`src/hw/adsq_pkg.sv`:
```
package adsq_pkg;
	// ==========================================
	// register indices (byte address = 4 * index)
	localparam logic [7:0] IDX_RESULT_BASE   = 8'h00;
	localparam logic [7:0] IDX_A_HI          = 8'hf8;
	localparam logic [7:0] IDX_A_LO          = 8'hf9;
	localparam logic [7:0] IDX_B_HI          = 8'hfa;
	localparam logic [7:0] IDX_B_LO          = 8'hfb;
	localparam logic [7:0] IDX_SCAN_CMP      = 8'hfc;
	localparam logic [7:0] IDX_CONV_CTRL     = 8'hfd;
	localparam logic [7:0] IDX_WIN_RESULT    = 8'hf0;
	localparam logic [7:0] IDX_EVENT_FLAGS   = 8'hf1;
	localparam int         AXI_AW            = 10;
	// ==========================================
	// reset values
	localparam logic [7:0] SCAN_CMP_RST      = 8'h0f;
	localparam logic [7:0] CONV_CTRL_RST     = 8'ha0;
	localparam logic [9:0] THRESH_RST        = 10'h000;
	// ==========================================
	// field positions in the converter control and event flag bytes
	localparam int         POS_DIV           = 5;
	localparam int         POS_PIN_TRG       = 4;
	localparam int         POS_EVT_TRG       = 3;
	localparam int         POS_POWER         = 2;
	localparam int         POS_REPEAT        = 1;
	localparam int         POS_RUN           = 0;
	localparam int         POS_DONE          = 7;
	localparam int         POS_ALARM         = 6;
	// ==========================================
	// timing, in converter clock periods
	localparam logic [4:0] SAMPLE_TICKS      = 5'd8;
	localparam logic [4:0] CONV_TICKS        = 5'd28;
	localparam logic [3:0] LAST_CHANNEL      = 4'hf;
	// ==========================================
	// bus answers
	localparam logic [1:0] RESP_OKAY         = 2'b00;
	localparam logic [1:0] RESP_SLVERR       = 2'b10;
	typedef enum logic [1:0] {
		SEQ_IDLE = 2'b01,
		SEQ_CONV = 2'b10
	} adsq_state_t;
endpackage

```
`src/hw/adsq_top.sv`:
```
// Summary of operation
// - scan from first channel upward, one conversion each, ending after channel 15
// - first channel code 1111 converts channel 15 only
// - pair code n watches channels n-1 and n; code 0 gives 15 and 0
// - any write to either control register restarts the scan from first channel
// - converter clock period is 2*(divider code+1) system clocks
// - enabled pin trigger starts a sequence on falling edge; disabled ignored
// - enabled timer event starts a sequence; disabled ignored
// - enabled pin and event triggers are ORed; software should enable one
// - accepted trigger sets run bit; single mode clears it at sequence end
// - power bit 0 idles all converter logic; 1 enables converter and analog
// - single mode runs exactly one sequence per trigger or run-bit set
// - repeat mode keeps rerunning sequences after the first start
// - writing run bit 1 starts a sequence, 0 stops conversion
// - pair A high limit split: 9:2 high register, 1:0 at low bits 7:6
// - pair B high limit uses the same split layout
// - scan select resets to first channel 0, pair code 1111
// - converter control resets to divider 101, all other bits clear
// - above flag when result exceeds high limit, below flag under low limit
// - done flag set per sequence; software clears; writing 1 requests interrupt
// - alarm flag set whenever a watched channel crosses a limit
// - each result kept split: 9:2 high byte, 1:0 at low bits 7:6
`timescale 1ns/1ps
`default_nettype none
module adsq_top (
	// clock and reset
	input  wire logic                        sys_clk,
	input  wire logic                        rst_n,
	// axi4-lite write
	input  wire logic [adsq_pkg::AXI_AW-1:0] s_axi_awaddr,
	input  wire logic                        s_axi_awvalid,
	output logic                             s_axi_awready,
	input  wire logic [31:0]                 s_axi_wdata,
	input  wire logic [3:0]                  s_axi_wstrb,
	input  wire logic                        s_axi_wvalid,
	output logic                             s_axi_wready,
	output logic [1:0]                       s_axi_bresp,
	output logic                             s_axi_bvalid,
	input  wire logic                        s_axi_bready,
	// axi4-lite read
	input  wire logic [adsq_pkg::AXI_AW-1:0] s_axi_araddr,
	input  wire logic                        s_axi_arvalid,
	output logic                             s_axi_arready,
	output logic [31:0]                      s_axi_rdata,
	output logic [1:0]                       s_axi_rresp,
	output logic                             s_axi_rvalid,
	input  wire logic                        s_axi_rready,
	// triggers
	input  wire logic                        trigger_input_pin,
	input  wire logic                        timer_event,
	// converter core
	input  wire logic [9:0]                  conv_result,
	input  wire logic [9:0]                  pair_a_low_limit,
	input  wire logic [9:0]                  pair_b_low_limit,
	output logic                             conv_clk,
	output logic                             analog_enable,
	output logic                             sample_active,
	output logic [3:0]                       conv_channel,
	output logic                             soft_irq_req
);
	// ==========================================
	// registers and state
	adsq_pkg::adsq_state_t state_q;
	logic [3:0]  scan_first_channel;
	logic [3:0]  window_channel_pair;
	logic [2:0]  conv_clock_divider;
	logic        pin_trigger_enable;
	logic        event_trigger_enable;
	logic        converter_power_on;
	logic        repeat_sequence_mode;
	logic        run_stop_bit;
	logic [9:0]  pair_a_high_limit;
	logic [9:0]  pair_b_high_limit;
	logic [3:0]  window_result_flags;
	logic        sequence_done_flag;
	logic        window_alarm_flag;
	logic [9:0]  res_q [16];
	logic        aw_have_q;
	logic        w_have_q;
	logic [7:0]  aw_idx_q;
	logic [7:0]  wdata_q;
	logic        wstrb_q;
	logic        restart_q;
	logic        pin_q;
	logic [3:0]  div_q;
	logic [4:0]  tick_cnt_q;
	logic [3:0]  chan_a;
	logic        wr_fire;
	logic        wr_ok;
	logic        ctrl_wr;
	logic        trig_fire;
	logic        tick;
	logic        conv_end;
	logic        seq_end;
	logic [7:0]  ar_idx;
	logic [31:0] rd_d;
	logic        rd_ok;
	assign wr_fire = aw_have_q && w_have_q && !s_axi_bvalid;
	assign wr_ok   = wr_fire && wstrb_q;
	assign ctrl_wr = wr_ok &&
		(aw_idx_q == adsq_pkg::IDX_SCAN_CMP || aw_idx_q == adsq_pkg::IDX_CONV_CTRL);
	assign chan_a  = window_channel_pair - 4'h1;
	assign trig_fire = (pin_trigger_enable && pin_q && !trigger_input_pin) ||
		(event_trigger_enable && timer_event);
	// restart pulse swallows a coinciding conversion end
	assign tick     = (state_q == adsq_pkg::SEQ_CONV) && !restart_q && conv_clk &&
		(div_q == {1'b0, conv_clock_divider});
	assign conv_end = tick && (tick_cnt_q == adsq_pkg::CONV_TICKS - 5'd1);
	assign seq_end  = conv_end && (conv_channel == adsq_pkg::LAST_CHANNEL);
	assign ar_idx   = s_axi_araddr[adsq_pkg::AXI_AW-1:2];

	// ==========================================
	// axi write channel
	always_ff @(posedge sys_clk or negedge rst_n)
	begin
		if (!rst_n)
		begin
			aw_have_q     <= 1'b0;
			w_have_q      <= 1'b0;
			aw_idx_q      <= 8'h00;
			wdata_q       <= 8'h00;
			wstrb_q       <= 1'b0;
			s_axi_awready <= 1'b0;
			s_axi_wready  <= 1'b0;
			s_axi_bvalid  <= 1'b0;
			s_axi_bresp   <= adsq_pkg::RESP_OKAY;
		end
		else
		begin
			s_axi_awready <= !aw_have_q && !(s_axi_awvalid && s_axi_awready);
			s_axi_wready  <= !w_have_q && !(s_axi_wvalid && s_axi_wready);
			if (s_axi_awvalid && s_axi_awready)
			begin
				aw_have_q <= 1'b1;
				aw_idx_q  <= s_axi_awaddr[adsq_pkg::AXI_AW-1:2];
			end
			if (s_axi_wvalid && s_axi_wready)
			begin
				w_have_q <= 1'b1;
				wdata_q  <= s_axi_wdata[7:0];
				wstrb_q  <= s_axi_wstrb[0];
			end
			if (wr_fire)
			begin
				aw_have_q    <= 1'b0;
				w_have_q     <= 1'b0;
				s_axi_bvalid <= 1'b1;
				s_axi_bresp  <= (aw_idx_q >= adsq_pkg::IDX_A_HI &&
					aw_idx_q <= adsq_pkg::IDX_CONV_CTRL) ||
					aw_idx_q == adsq_pkg::IDX_WIN_RESULT ||
					aw_idx_q == adsq_pkg::IDX_EVENT_FLAGS ?
					adsq_pkg::RESP_OKAY : adsq_pkg::RESP_SLVERR;
			end
			else if (s_axi_bready)
				s_axi_bvalid <= 1'b0;
		end
	end

	// ==========================================
	// configuration registers
	always_ff @(posedge sys_clk or negedge rst_n)
	begin
		if (!rst_n)
		begin
			{scan_first_channel, window_channel_pair} <= adsq_pkg::SCAN_CMP_RST;
			conv_clock_divider   <= adsq_pkg::CONV_CTRL_RST[7:adsq_pkg::POS_DIV];
			pin_trigger_enable   <= adsq_pkg::CONV_CTRL_RST[adsq_pkg::POS_PIN_TRG];
			event_trigger_enable <= adsq_pkg::CONV_CTRL_RST[adsq_pkg::POS_EVT_TRG];
			converter_power_on   <= adsq_pkg::CONV_CTRL_RST[adsq_pkg::POS_POWER];
			repeat_sequence_mode <= adsq_pkg::CONV_CTRL_RST[adsq_pkg::POS_REPEAT];
			pair_a_high_limit    <= adsq_pkg::THRESH_RST;
			pair_b_high_limit    <= adsq_pkg::THRESH_RST;
		end
		else if (wr_ok)
		begin
			case (aw_idx_q)
				adsq_pkg::IDX_A_HI: pair_a_high_limit[9:2] <= wdata_q;
				adsq_pkg::IDX_A_LO: pair_a_high_limit[1:0] <= wdata_q[7:6];
				adsq_pkg::IDX_B_HI: pair_b_high_limit[9:2] <= wdata_q;
				adsq_pkg::IDX_B_LO: pair_b_high_limit[1:0] <= wdata_q[7:6];
				adsq_pkg::IDX_SCAN_CMP:
					{scan_first_channel, window_channel_pair} <= wdata_q;
				adsq_pkg::IDX_CONV_CTRL:
				begin
					conv_clock_divider   <= wdata_q[7:adsq_pkg::POS_DIV];
					pin_trigger_enable   <= wdata_q[adsq_pkg::POS_PIN_TRG];
					event_trigger_enable <= wdata_q[adsq_pkg::POS_EVT_TRG];
					converter_power_on   <= wdata_q[adsq_pkg::POS_POWER];
					repeat_sequence_mode <= wdata_q[adsq_pkg::POS_REPEAT];
				end
				default: ;
			endcase
		end
	end

	// ==========================================
	// run bit and restart
	always_ff @(posedge sys_clk or negedge rst_n)
	begin
		if (!rst_n)
		begin
			run_stop_bit <= adsq_pkg::CONV_CTRL_RST[adsq_pkg::POS_RUN];
			restart_q    <= 1'b0;
			pin_q        <= 1'b1;
		end
		else
		begin
			pin_q     <= trigger_input_pin;
			restart_q <= ctrl_wr;
			// trigger sets run bit, winning over clears
			if (trig_fire)
				run_stop_bit <= 1'b1;
			else if (wr_ok && aw_idx_q == adsq_pkg::IDX_CONV_CTRL)
				run_stop_bit <= wdata_q[adsq_pkg::POS_RUN];
			// single mode ends after one sequence
			else if (seq_end && !repeat_sequence_mode)
				run_stop_bit <= 1'b0;
		end
	end

	// ==========================================
	// sequencer
	always_ff @(posedge sys_clk or negedge rst_n)
	begin
		if (!rst_n)
		begin
			state_q       <= adsq_pkg::SEQ_IDLE;
			conv_channel  <= 4'h0;
			div_q         <= 4'h0;
			tick_cnt_q    <= 5'd0;
			conv_clk      <= 1'b0;
			sample_active <= 1'b0;
			analog_enable <= 1'b0;
		end
		else
		begin
			analog_enable <= converter_power_on;
			case (state_q)
				adsq_pkg::SEQ_IDLE:
				begin
					conv_channel  <= scan_first_channel;
					div_q         <= 4'h0;
					tick_cnt_q    <= 5'd0;
					conv_clk      <= 1'b0;
					sample_active <= 1'b0;
					if (converter_power_on && run_stop_bit && !restart_q)
					begin
						state_q       <= adsq_pkg::SEQ_CONV;
						sample_active <= 1'b1;
					end
				end
				adsq_pkg::SEQ_CONV:
				begin
					if (!converter_power_on || !run_stop_bit)
					begin
						state_q       <= adsq_pkg::SEQ_IDLE;
						sample_active <= 1'b0;
						conv_clk      <= 1'b0;
					end
					else if (restart_q)
					begin
						conv_channel  <= scan_first_channel;
						div_q         <= 4'h0;
						tick_cnt_q    <= 5'd0;
						conv_clk      <= 1'b0;
						sample_active <= 1'b1;
					end
					else
					begin
						// half period of divider code + 1 clocks
						if (div_q == {1'b0, conv_clock_divider})
						begin
							div_q    <= 4'h0;
							conv_clk <= !conv_clk;
						end
						else
							div_q <= div_q + 4'h1;
						if (conv_end)
						begin
							tick_cnt_q    <= 5'd0;
							sample_active <= 1'b1;
							if (conv_channel != adsq_pkg::LAST_CHANNEL)
								conv_channel <= conv_channel + 4'h1;
							else
							begin
								// repeat mode reruns from first channel
								conv_channel <= scan_first_channel;
								if (!repeat_sequence_mode && !trig_fire)
								begin
									state_q       <= adsq_pkg::SEQ_IDLE;
									sample_active <= 1'b0;
								end
							end
						end
						else if (tick)
						begin
							tick_cnt_q    <= tick_cnt_q + 5'd1;
							sample_active <= (tick_cnt_q + 5'd1) < adsq_pkg::SAMPLE_TICKS;
						end
					end
				end
				default: state_q <= adsq_pkg::SEQ_IDLE;
			endcase
		end
	end

	// ==========================================
	// result store
	genvar gi;
	generate
		for (gi = 0; gi < 16; gi++)
		begin : g_res
			always_ff @(posedge sys_clk or negedge rst_n)
			begin
				if (!rst_n)
					res_q[gi] <= 10'h000;
				else if (conv_end && conv_channel == 4'(gi))
					res_q[gi] <= conv_result;
			end
		end
	endgenerate

	// ==========================================
	// window and event flags
	always_ff @(posedge sys_clk or negedge rst_n)
	begin
		if (!rst_n)
		begin
			window_result_flags <= 4'h0;
			sequence_done_flag  <= 1'b0;
			window_alarm_flag   <= 1'b0;
			soft_irq_req        <= 1'b0;
		end
		else
		begin
			soft_irq_req <= 1'b0;
			if (wr_ok && aw_idx_q == adsq_pkg::IDX_WIN_RESULT)
				window_result_flags <= wdata_q[7:4];
			if (wr_ok && aw_idx_q == adsq_pkg::IDX_EVENT_FLAGS)
			begin
				sequence_done_flag <= wdata_q[adsq_pkg::POS_DONE];
				window_alarm_flag  <= wdata_q[adsq_pkg::POS_ALARM];
				soft_irq_req <= wdata_q[adsq_pkg::POS_DONE] ||
					wdata_q[adsq_pkg::POS_ALARM];
			end
			if (conv_end && conv_channel == window_channel_pair)
			begin
				if (conv_result > pair_b_high_limit)
					window_result_flags[3] <= 1'b1;
				if (conv_result < pair_b_low_limit)
					window_result_flags[1] <= 1'b1;
				if (conv_result > pair_b_high_limit || conv_result < pair_b_low_limit)
					window_alarm_flag <= 1'b1;
			end
			if (conv_end && conv_channel == chan_a)
			begin
				if (conv_result > pair_a_high_limit)
					window_result_flags[2] <= 1'b1;
				if (conv_result < pair_a_low_limit)
					window_result_flags[0] <= 1'b1;
				if (conv_result > pair_a_high_limit || conv_result < pair_a_low_limit)
					window_alarm_flag <= 1'b1;
			end
			if (seq_end)
				sequence_done_flag <= 1'b1;
		end
	end

	// ==========================================
	// axi read channel
	always_comb
	begin
		rd_d  = 32'h0000_0000;
		rd_ok = 1'b1;
		case (ar_idx)
			adsq_pkg::IDX_A_HI:      rd_d[7:0] = pair_a_high_limit[9:2];
			adsq_pkg::IDX_A_LO:      rd_d[7:0] = {pair_a_high_limit[1:0], 6'h00};
			adsq_pkg::IDX_B_HI:      rd_d[7:0] = pair_b_high_limit[9:2];
			adsq_pkg::IDX_B_LO:      rd_d[7:0] = {pair_b_high_limit[1:0], 6'h00};
			adsq_pkg::IDX_SCAN_CMP:  rd_d[7:0] = {scan_first_channel, window_channel_pair};
			adsq_pkg::IDX_CONV_CTRL: rd_d[7:0] = {conv_clock_divider, pin_trigger_enable,
				event_trigger_enable, converter_power_on, repeat_sequence_mode, run_stop_bit};
			adsq_pkg::IDX_WIN_RESULT:  rd_d[7:0] = {window_result_flags, 4'h0};
			adsq_pkg::IDX_EVENT_FLAGS: rd_d[7:0] = {sequence_done_flag, window_alarm_flag, 6'h00};
			default:
			begin
				if (ar_idx[7:4] == adsq_pkg::IDX_RESULT_BASE[7:4])
					rd_d[15:0] = {res_q[ar_idx[3:0]], 6'h00};
				else
					rd_ok = 1'b0;
			end
		endcase
	end

	always_ff @(posedge sys_clk or negedge rst_n)
	begin
		if (!rst_n)
		begin
			s_axi_arready <= 1'b0;
			s_axi_rvalid  <= 1'b0;
			s_axi_rdata   <= 32'h0000_0000;
			s_axi_rresp   <= adsq_pkg::RESP_OKAY;
		end
		else
		begin
			s_axi_arready <= !s_axi_rvalid && !(s_axi_arvalid && s_axi_arready);
			if (s_axi_arvalid && s_axi_arready)
			begin
				s_axi_rvalid <= 1'b1;
				s_axi_rdata  <= rd_d;
				s_axi_rresp  <= rd_ok ? adsq_pkg::RESP_OKAY : adsq_pkg::RESP_SLVERR;
			end
			else if (s_axi_rready)
				s_axi_rvalid <= 1'b0;
		end
	end

	// ==========================================
	// checks
	logic [3:0] hi_len_q;
	always_ff @(posedge sys_clk or negedge rst_n)
	begin
		if (!rst_n)
			hi_len_q <= 4'h0;
		else if (!conv_clk)
			hi_len_q <= 4'h0;
		else
			hi_len_q <= hi_len_q + 4'h1;
	end

	a_restart_channel: assert property (@(posedge sys_clk) disable iff (!rst_n)
		restart_q && state_q == adsq_pkg::SEQ_CONV && run_stop_bit && converter_power_on
		|=> conv_channel == $past(scan_first_channel))
		else $error("restart did not reload first channel");
	a_scan_step: assert property (@(posedge sys_clk) disable iff (!rst_n)
		conv_end && !restart_q && run_stop_bit && converter_power_on &&
		conv_channel != adsq_pkg::LAST_CHANNEL |=> conv_channel == $past(conv_channel) + 4'h1)
		else $error("scan channel did not advance by one");
	a_divider_half: assert property (@(posedge sys_clk) disable iff (!rst_n || restart_q)
		$fell(conv_clk) && $past(state_q) == adsq_pkg::SEQ_CONV && !$past(restart_q) &&
		$past(run_stop_bit) && $past(converter_power_on)
		|-> hi_len_q == {1'b0, $past(conv_clock_divider)} + 4'h1)
		else $error("converter clock high phase wrong length");
	a_pin_trigger: assert property (@(posedge sys_clk) disable iff (!rst_n)
		pin_trigger_enable && pin_q && !trigger_input_pin |=> run_stop_bit)
		else $error("pin trigger did not set run bit");
	a_event_trigger: assert property (@(posedge sys_clk) disable iff (!rst_n)
		event_trigger_enable && timer_event |=> run_stop_bit)
		else $error("event trigger did not set run bit");
	a_trigger_masked: assert property (@(posedge sys_clk) disable iff (!rst_n)
		!run_stop_bit && !pin_trigger_enable && !event_trigger_enable && !wr_ok
		|=> !run_stop_bit)
		else $error("run bit set with triggers disabled");
	a_single_stop: assert property (@(posedge sys_clk) disable iff (!rst_n)
		seq_end && !repeat_sequence_mode && !trig_fire && !wr_ok
		|=> !run_stop_bit ##1 state_q == adsq_pkg::SEQ_IDLE)
		else $error("single mode did not stop after sequence");
	a_power_idle: assert property (@(posedge sys_clk) disable iff (!rst_n)
		!converter_power_on |=> !analog_enable && state_q == adsq_pkg::SEQ_IDLE && !sample_active)
		else $error("converter active while powered down");
	a_upper_flag: assert property (@(posedge sys_clk) disable iff (!rst_n)
		conv_end && conv_channel == chan_a && conv_result > pair_a_high_limit
		|=> window_result_flags[2] && window_alarm_flag)
		else $error("pair a above flag not set");
	a_done_flag: assert property (@(posedge sys_clk) disable iff (!rst_n)
		seq_end |=> sequence_done_flag)
		else $error("done flag not set at sequence end");
endmodule
`default_nettype wire

```
`config.mk`:
```
export PLATFORM = sky130hd
export DESIGN_NAME = adsq_top
export DESIGN_NICKNAME = d
export VERILOG_FILES = /design/src/hw/adsq_pkg.sv /design/src/hw/adsq_top.sv
export SDC_FILE = /design/constraint.sdc
export NUM_CORES = 1
export LEC_CHECK = 0
export CORE_MARGIN = 10
export CORE_UTILIZATION = 58
export CTS_BUF_LIST = sky130_fd_sc_hd__clkbuf_16
export DETAILED_ROUTE_END_ITERATION = 10
export DONT_BUFFER_PORTS = 1
export HOLD_SLACK_MARGIN = 0.08
export PLACE_DENSITY = 0.76
export SYNTH_ARGS = -nofsm -noshare
export SYNTH_HDL_FRONTEND = slang
export SYNTH_SLANG_ARGS = --single-unit
```
`constraint.sdc`:
```
create_clock -name sys_clk -period 2.2 [get_ports sys_clk]
set_clock_uncertainty 0.15 [all_clocks]
set_input_delay 0.11 -clock sys_clk [delete_from_list [all_inputs] [get_ports sys_clk]]
set_output_delay 0.11 -clock sys_clk [all_outputs]
set_load 0.1 [all_outputs]
```
==> reports/qor.yml <==
vias_per_cell: 6.20
grt_pass1_wl_um: 54700
synthSimpleGateAreaFrac_pct: 8.00
synth_area_leader_cell: "dfrtp_1"
setup_violations: 144
required_ns: 2.47
violations: "hold timing, setup timing"
antenna_found_initial: 2
regArea_sq_um: 6660
initial_utilization_pct: 58.7
num_io_pins: 144
critPathBufInv: 1
final_antenna_net_count: 0
critPathLaunchType: "flip-flop"
outcome: "finished with violations"
portBuffers: 0
swShare_pct: 30.9
critPathArrivalTime_ns: 2.60
finalWirelength_um: 35600
yosysWarningCount: 0
holdWs_ns: -0.870
grt_max_degree: 266
worst_path_largest_cell_delay_ns: 0.40
drt-pass1-iter-count: 7
drcViolationCount: 0
grt_pass1_vias: 9403
final_area_sq_um: 16200
place_area_sq_um: 14200
cts_tree: "yes"
yosysTopAreaCellShare_pct: 48.5
cp_slowest_cell: "dfrtp_1"
ys_types: 62
fin_nets: 1336
slew_headroom_pct: 26.9
crit-reg2reg-launch: "tick_cnt_q[1]"
synth_top_family_by_area: "multiplexers"
syn-cell-area_sq_um: 13300
cts_sinks: 265
hold_viol: 265
power.switching_mw: 3.95
drive_gt1_share_pct: 37.0
cp-startpoint: "tick_cnt_q[1]"
dpl.hpwl_um: 21600
critPathMaxFanout: 10
rows: 55
worstSkewPairLatency_ns: 0.54
crit_family: "simple AND/OR/NAND/NOR gates"
irDropWorstVdd_mv: 0.822
synth_compound_area_share_pct: 6.17
p_seq_share_pct: 45.7
fin_crit_sh_pct: 106
ff2ff_path_depth: 8
synthCells: 1045
min_period_ns: 2.34
die_y_um: 171
rsz0062_at_grt: "true"
first_iter_violations: 901
avgSynthCellArea_sq_um: 12.7
ys_seq_area_share_pct: 50.1
pwr-share-comb_pct: 20.1
synth_edf_count: 0
path_cells: "ha_4, nand4b_1, nor4_4, and3_4, nor3b_4, buf_4, nand2_4, mux2_2"
track_usage_pct: 24.2
fmax_mhz: 428
synth_xor_area_share_pct: 0.793
clkTransAtPathRegs_ns: 0.06
clock_path_buffers: 3
r2r_end: "res_q[146]"
synth_adder_area_share_pct: 4.51
htreeDepth: 1
drv_cap: 0
gp_congestion: 0.879
place_ws_ns: -0.195
tightest_slew_ns: 1.10
end_kind: "flip-flop"
setup_tns_ns: -10.92
p_per_area_nw_per_um2: 791
r2r_slack_ns: -0.14
synthArstFlopShare_pct: 100
synth_area_leaders: "dfrtp_1 (49%), mux2_2 (17%), mux4_2 (8.5%), ha_1 (4.4%), nand2_1 (2.3%)"
power_frac_clock_pct: 34.2
grt_overflow: 0
slew_violations: 0
core_area_sq_um: 22600
multiInputGateArea_sq_um: 6520
synthMuxAreaShare_pct: 26.2
hold_path_class: "input port to asynchronous set/reset pin"
ys_ff_latch: 265
die_x_um: 171
critPathKind: "flip-flop to flip-flop"
wl_per_cell_um: 23.7
vias: 9310
numCtsBuffers: 27
synth_flop_cell: "dfrtp_1"
syn2layout_area_growth_pct: 22.0
finalWorstSetupSlack_ns: -0.136
fillerInstances: 1426
p_int_mw: 8.84
dieArea_sq_um: 29300
p_leak_nw: 7.24
clock-root-buffer: "clkbuf_16"
p_total_mw: 12.8
==> worst max path at each step <==
stage / endpoint / slack [ns] / cells past startpoint
after CTS: res_q[118] / -0.10 / 8
after global routing: res_q[146] / -0.21 / 8
after global placement: res_q[118] / -0.17 / 9
after floorplan: res_q[121] / -0.09 / 7
final: res_q[146] / -0.14 / 8
after detailed placement: res_q[122] / -0.20 / 7
==> power groups by stage <==
stage	combinational [mW]	clock [mW]	sequential (mW)
floorplan	1.39	0	6.24
global placement	2.18	0	5.87
detailed placement	2.24	0	5.90
CTS	2.49	4.41	5.81
global route	2.74	4.64	5.89
finish	2.57	4.37	5.84
==> cells by family (layout without fill, tap and decap cells) <==
logic type | count (synthesis) | in the layout
XOR/XNOR | 12 | 12
other | 1 | 22
AO/OA/AOI/OAI | 129 | 129
AND/OR/NAND/NOR | 205 | 209
multiplexers | 259 | 259
buffers and inverters | 126 | 273
adder cells (fa/ha/maj) | 48 | 48
flip-flops | 265 | 265
==> layout make-up <==
cell class | instances | area share [%]
sequential | 265 | 41.2
multi-input combinational | 675 | 40.4
timing repair buffer | 165 | 9.56
clock buffer | 27 | 4.18
tap | 285 | 2.21
inverter | 60 | 1.43
clock inverter | 21 | 0.976
antenna | 4 | 0.0619
==> per-layer routing <==
layer | GRT usage (%) | part of all wire (%) | up-vias
li1 | - | - | 4079
met1 | 33.2 | 41 | 4754
met2 | 37.7 | 47 | 422
met3 | 6.15 | 9.9 | 55
met4 | 6.58 | 2.3 | 0
met5 | 0 | 0 | -
==> placed cells by master (no fill, tap or decap), types with 6 or more instances in the layout <==
| master | Yosys | routed |
|---|---|---|
| a21oi_1 | 22 | 21 |
| nand3_4 | 1 | 11 |
| buf_4 | 18 | 85 |
| mux4_2 | 50 | 50 |
| nand2_1 | 81 | 79 |
| dfrtp_1 | 257 | 251 |
| o21ai_0 | 46 | 43 |
| conb_1 | 1 | 18 |
| a22o_1 | 8 | 8 |
| mux2i_1 | 9 | 9 |
| and3_1 | 8 | 7 |
| o31ai_1 | 8 | 6 |
| a22oi_1 | 14 | 14 |
| dlygate4sd3_1 | 0 | 56 |
| ha_1 | 47 | 45 |
| clkinv_2 | 0 | 7 |
| nand4_1 | 13 | 13 |
| clkbuf_16 | 0 | 28 |
| buf_12 | 0 | 6 |
| a21o_1 | 7 | 7 |
| mux2_4 | 0 | 16 |
| nor3_1 | 13 | 11 |
| dfstp_2 | 8 | 8 |
| mux2_2 | 196 | 182 |
| nor2_1 | 24 | 22 |
| dlymetal6s4s_1 | 0 | 8 |
| inv_1 | 59 | 60 |
| buf_6 | 0 | 9 |
| nor2b_1 | 10 | 9 |
| nand3_1 | 20 | 16 |
==> registers in the layout, indices dropped and copies added (netlist names), 2 cells and up <==
register             count
pair_a_high_limit       10
wdata_q                  8
tick_cnt_q               5
res_q                  160
div_q                    4
pair_b_high_limit       10
window_result_flags      4
conv_channel             4
window_channel_pair      4
conv_clock_divider       3
scan_first_channel       4
aw_idx_q                 8
s_axi_rdata             16
state_q                  2
==> synthesized netlist by cell type (all sizes together) (3+ instances only) <==
library cell / instances
inv: 59
mux4: 50
and4: 4
o31ai: 8
xor2: 8
a211oi: 3
dfrtp: 257
nand3: 24
xnor2: 4
a21oi: 22
a31oi: 4
buf: 38
nand2: 85
or3: 3
nor3: 13
nand4: 13
a21o: 7
nor2b: 10
o21ai: 47
clkbuf: 28
nand2b: 5
and3: 8
a22o: 8
a22oi: 14
dfstp: 8
ha: 47
mux2i: 9
nor2: 24
mux2: 200
nor4: 4
==> through the flow <==
step                      utilization [%]  instances  hold WS [ns]
after CTS                            70.5       1492        -0.887
after floorplan                         -       1062        -0.336
after detailed placement             63.0       1370        -0.322
final                                71.6       1502        -0.870
after global routing                 71.6       1499        -0.895
after global placement               63.0       1370        -0.322
==> repair_timing <==
item                                   4_1_cts  5_1_grt
buffers inserted                             5        4
pin swaps                                    5        9
setup endpoints to repair                  146      174
gates cloned                                 4        1
hold buffers                                65        1
resized for setup                           25       39
endpoints found under the hold margin      475      284
No activity file was read; power rests on OpenSTA's default activity.
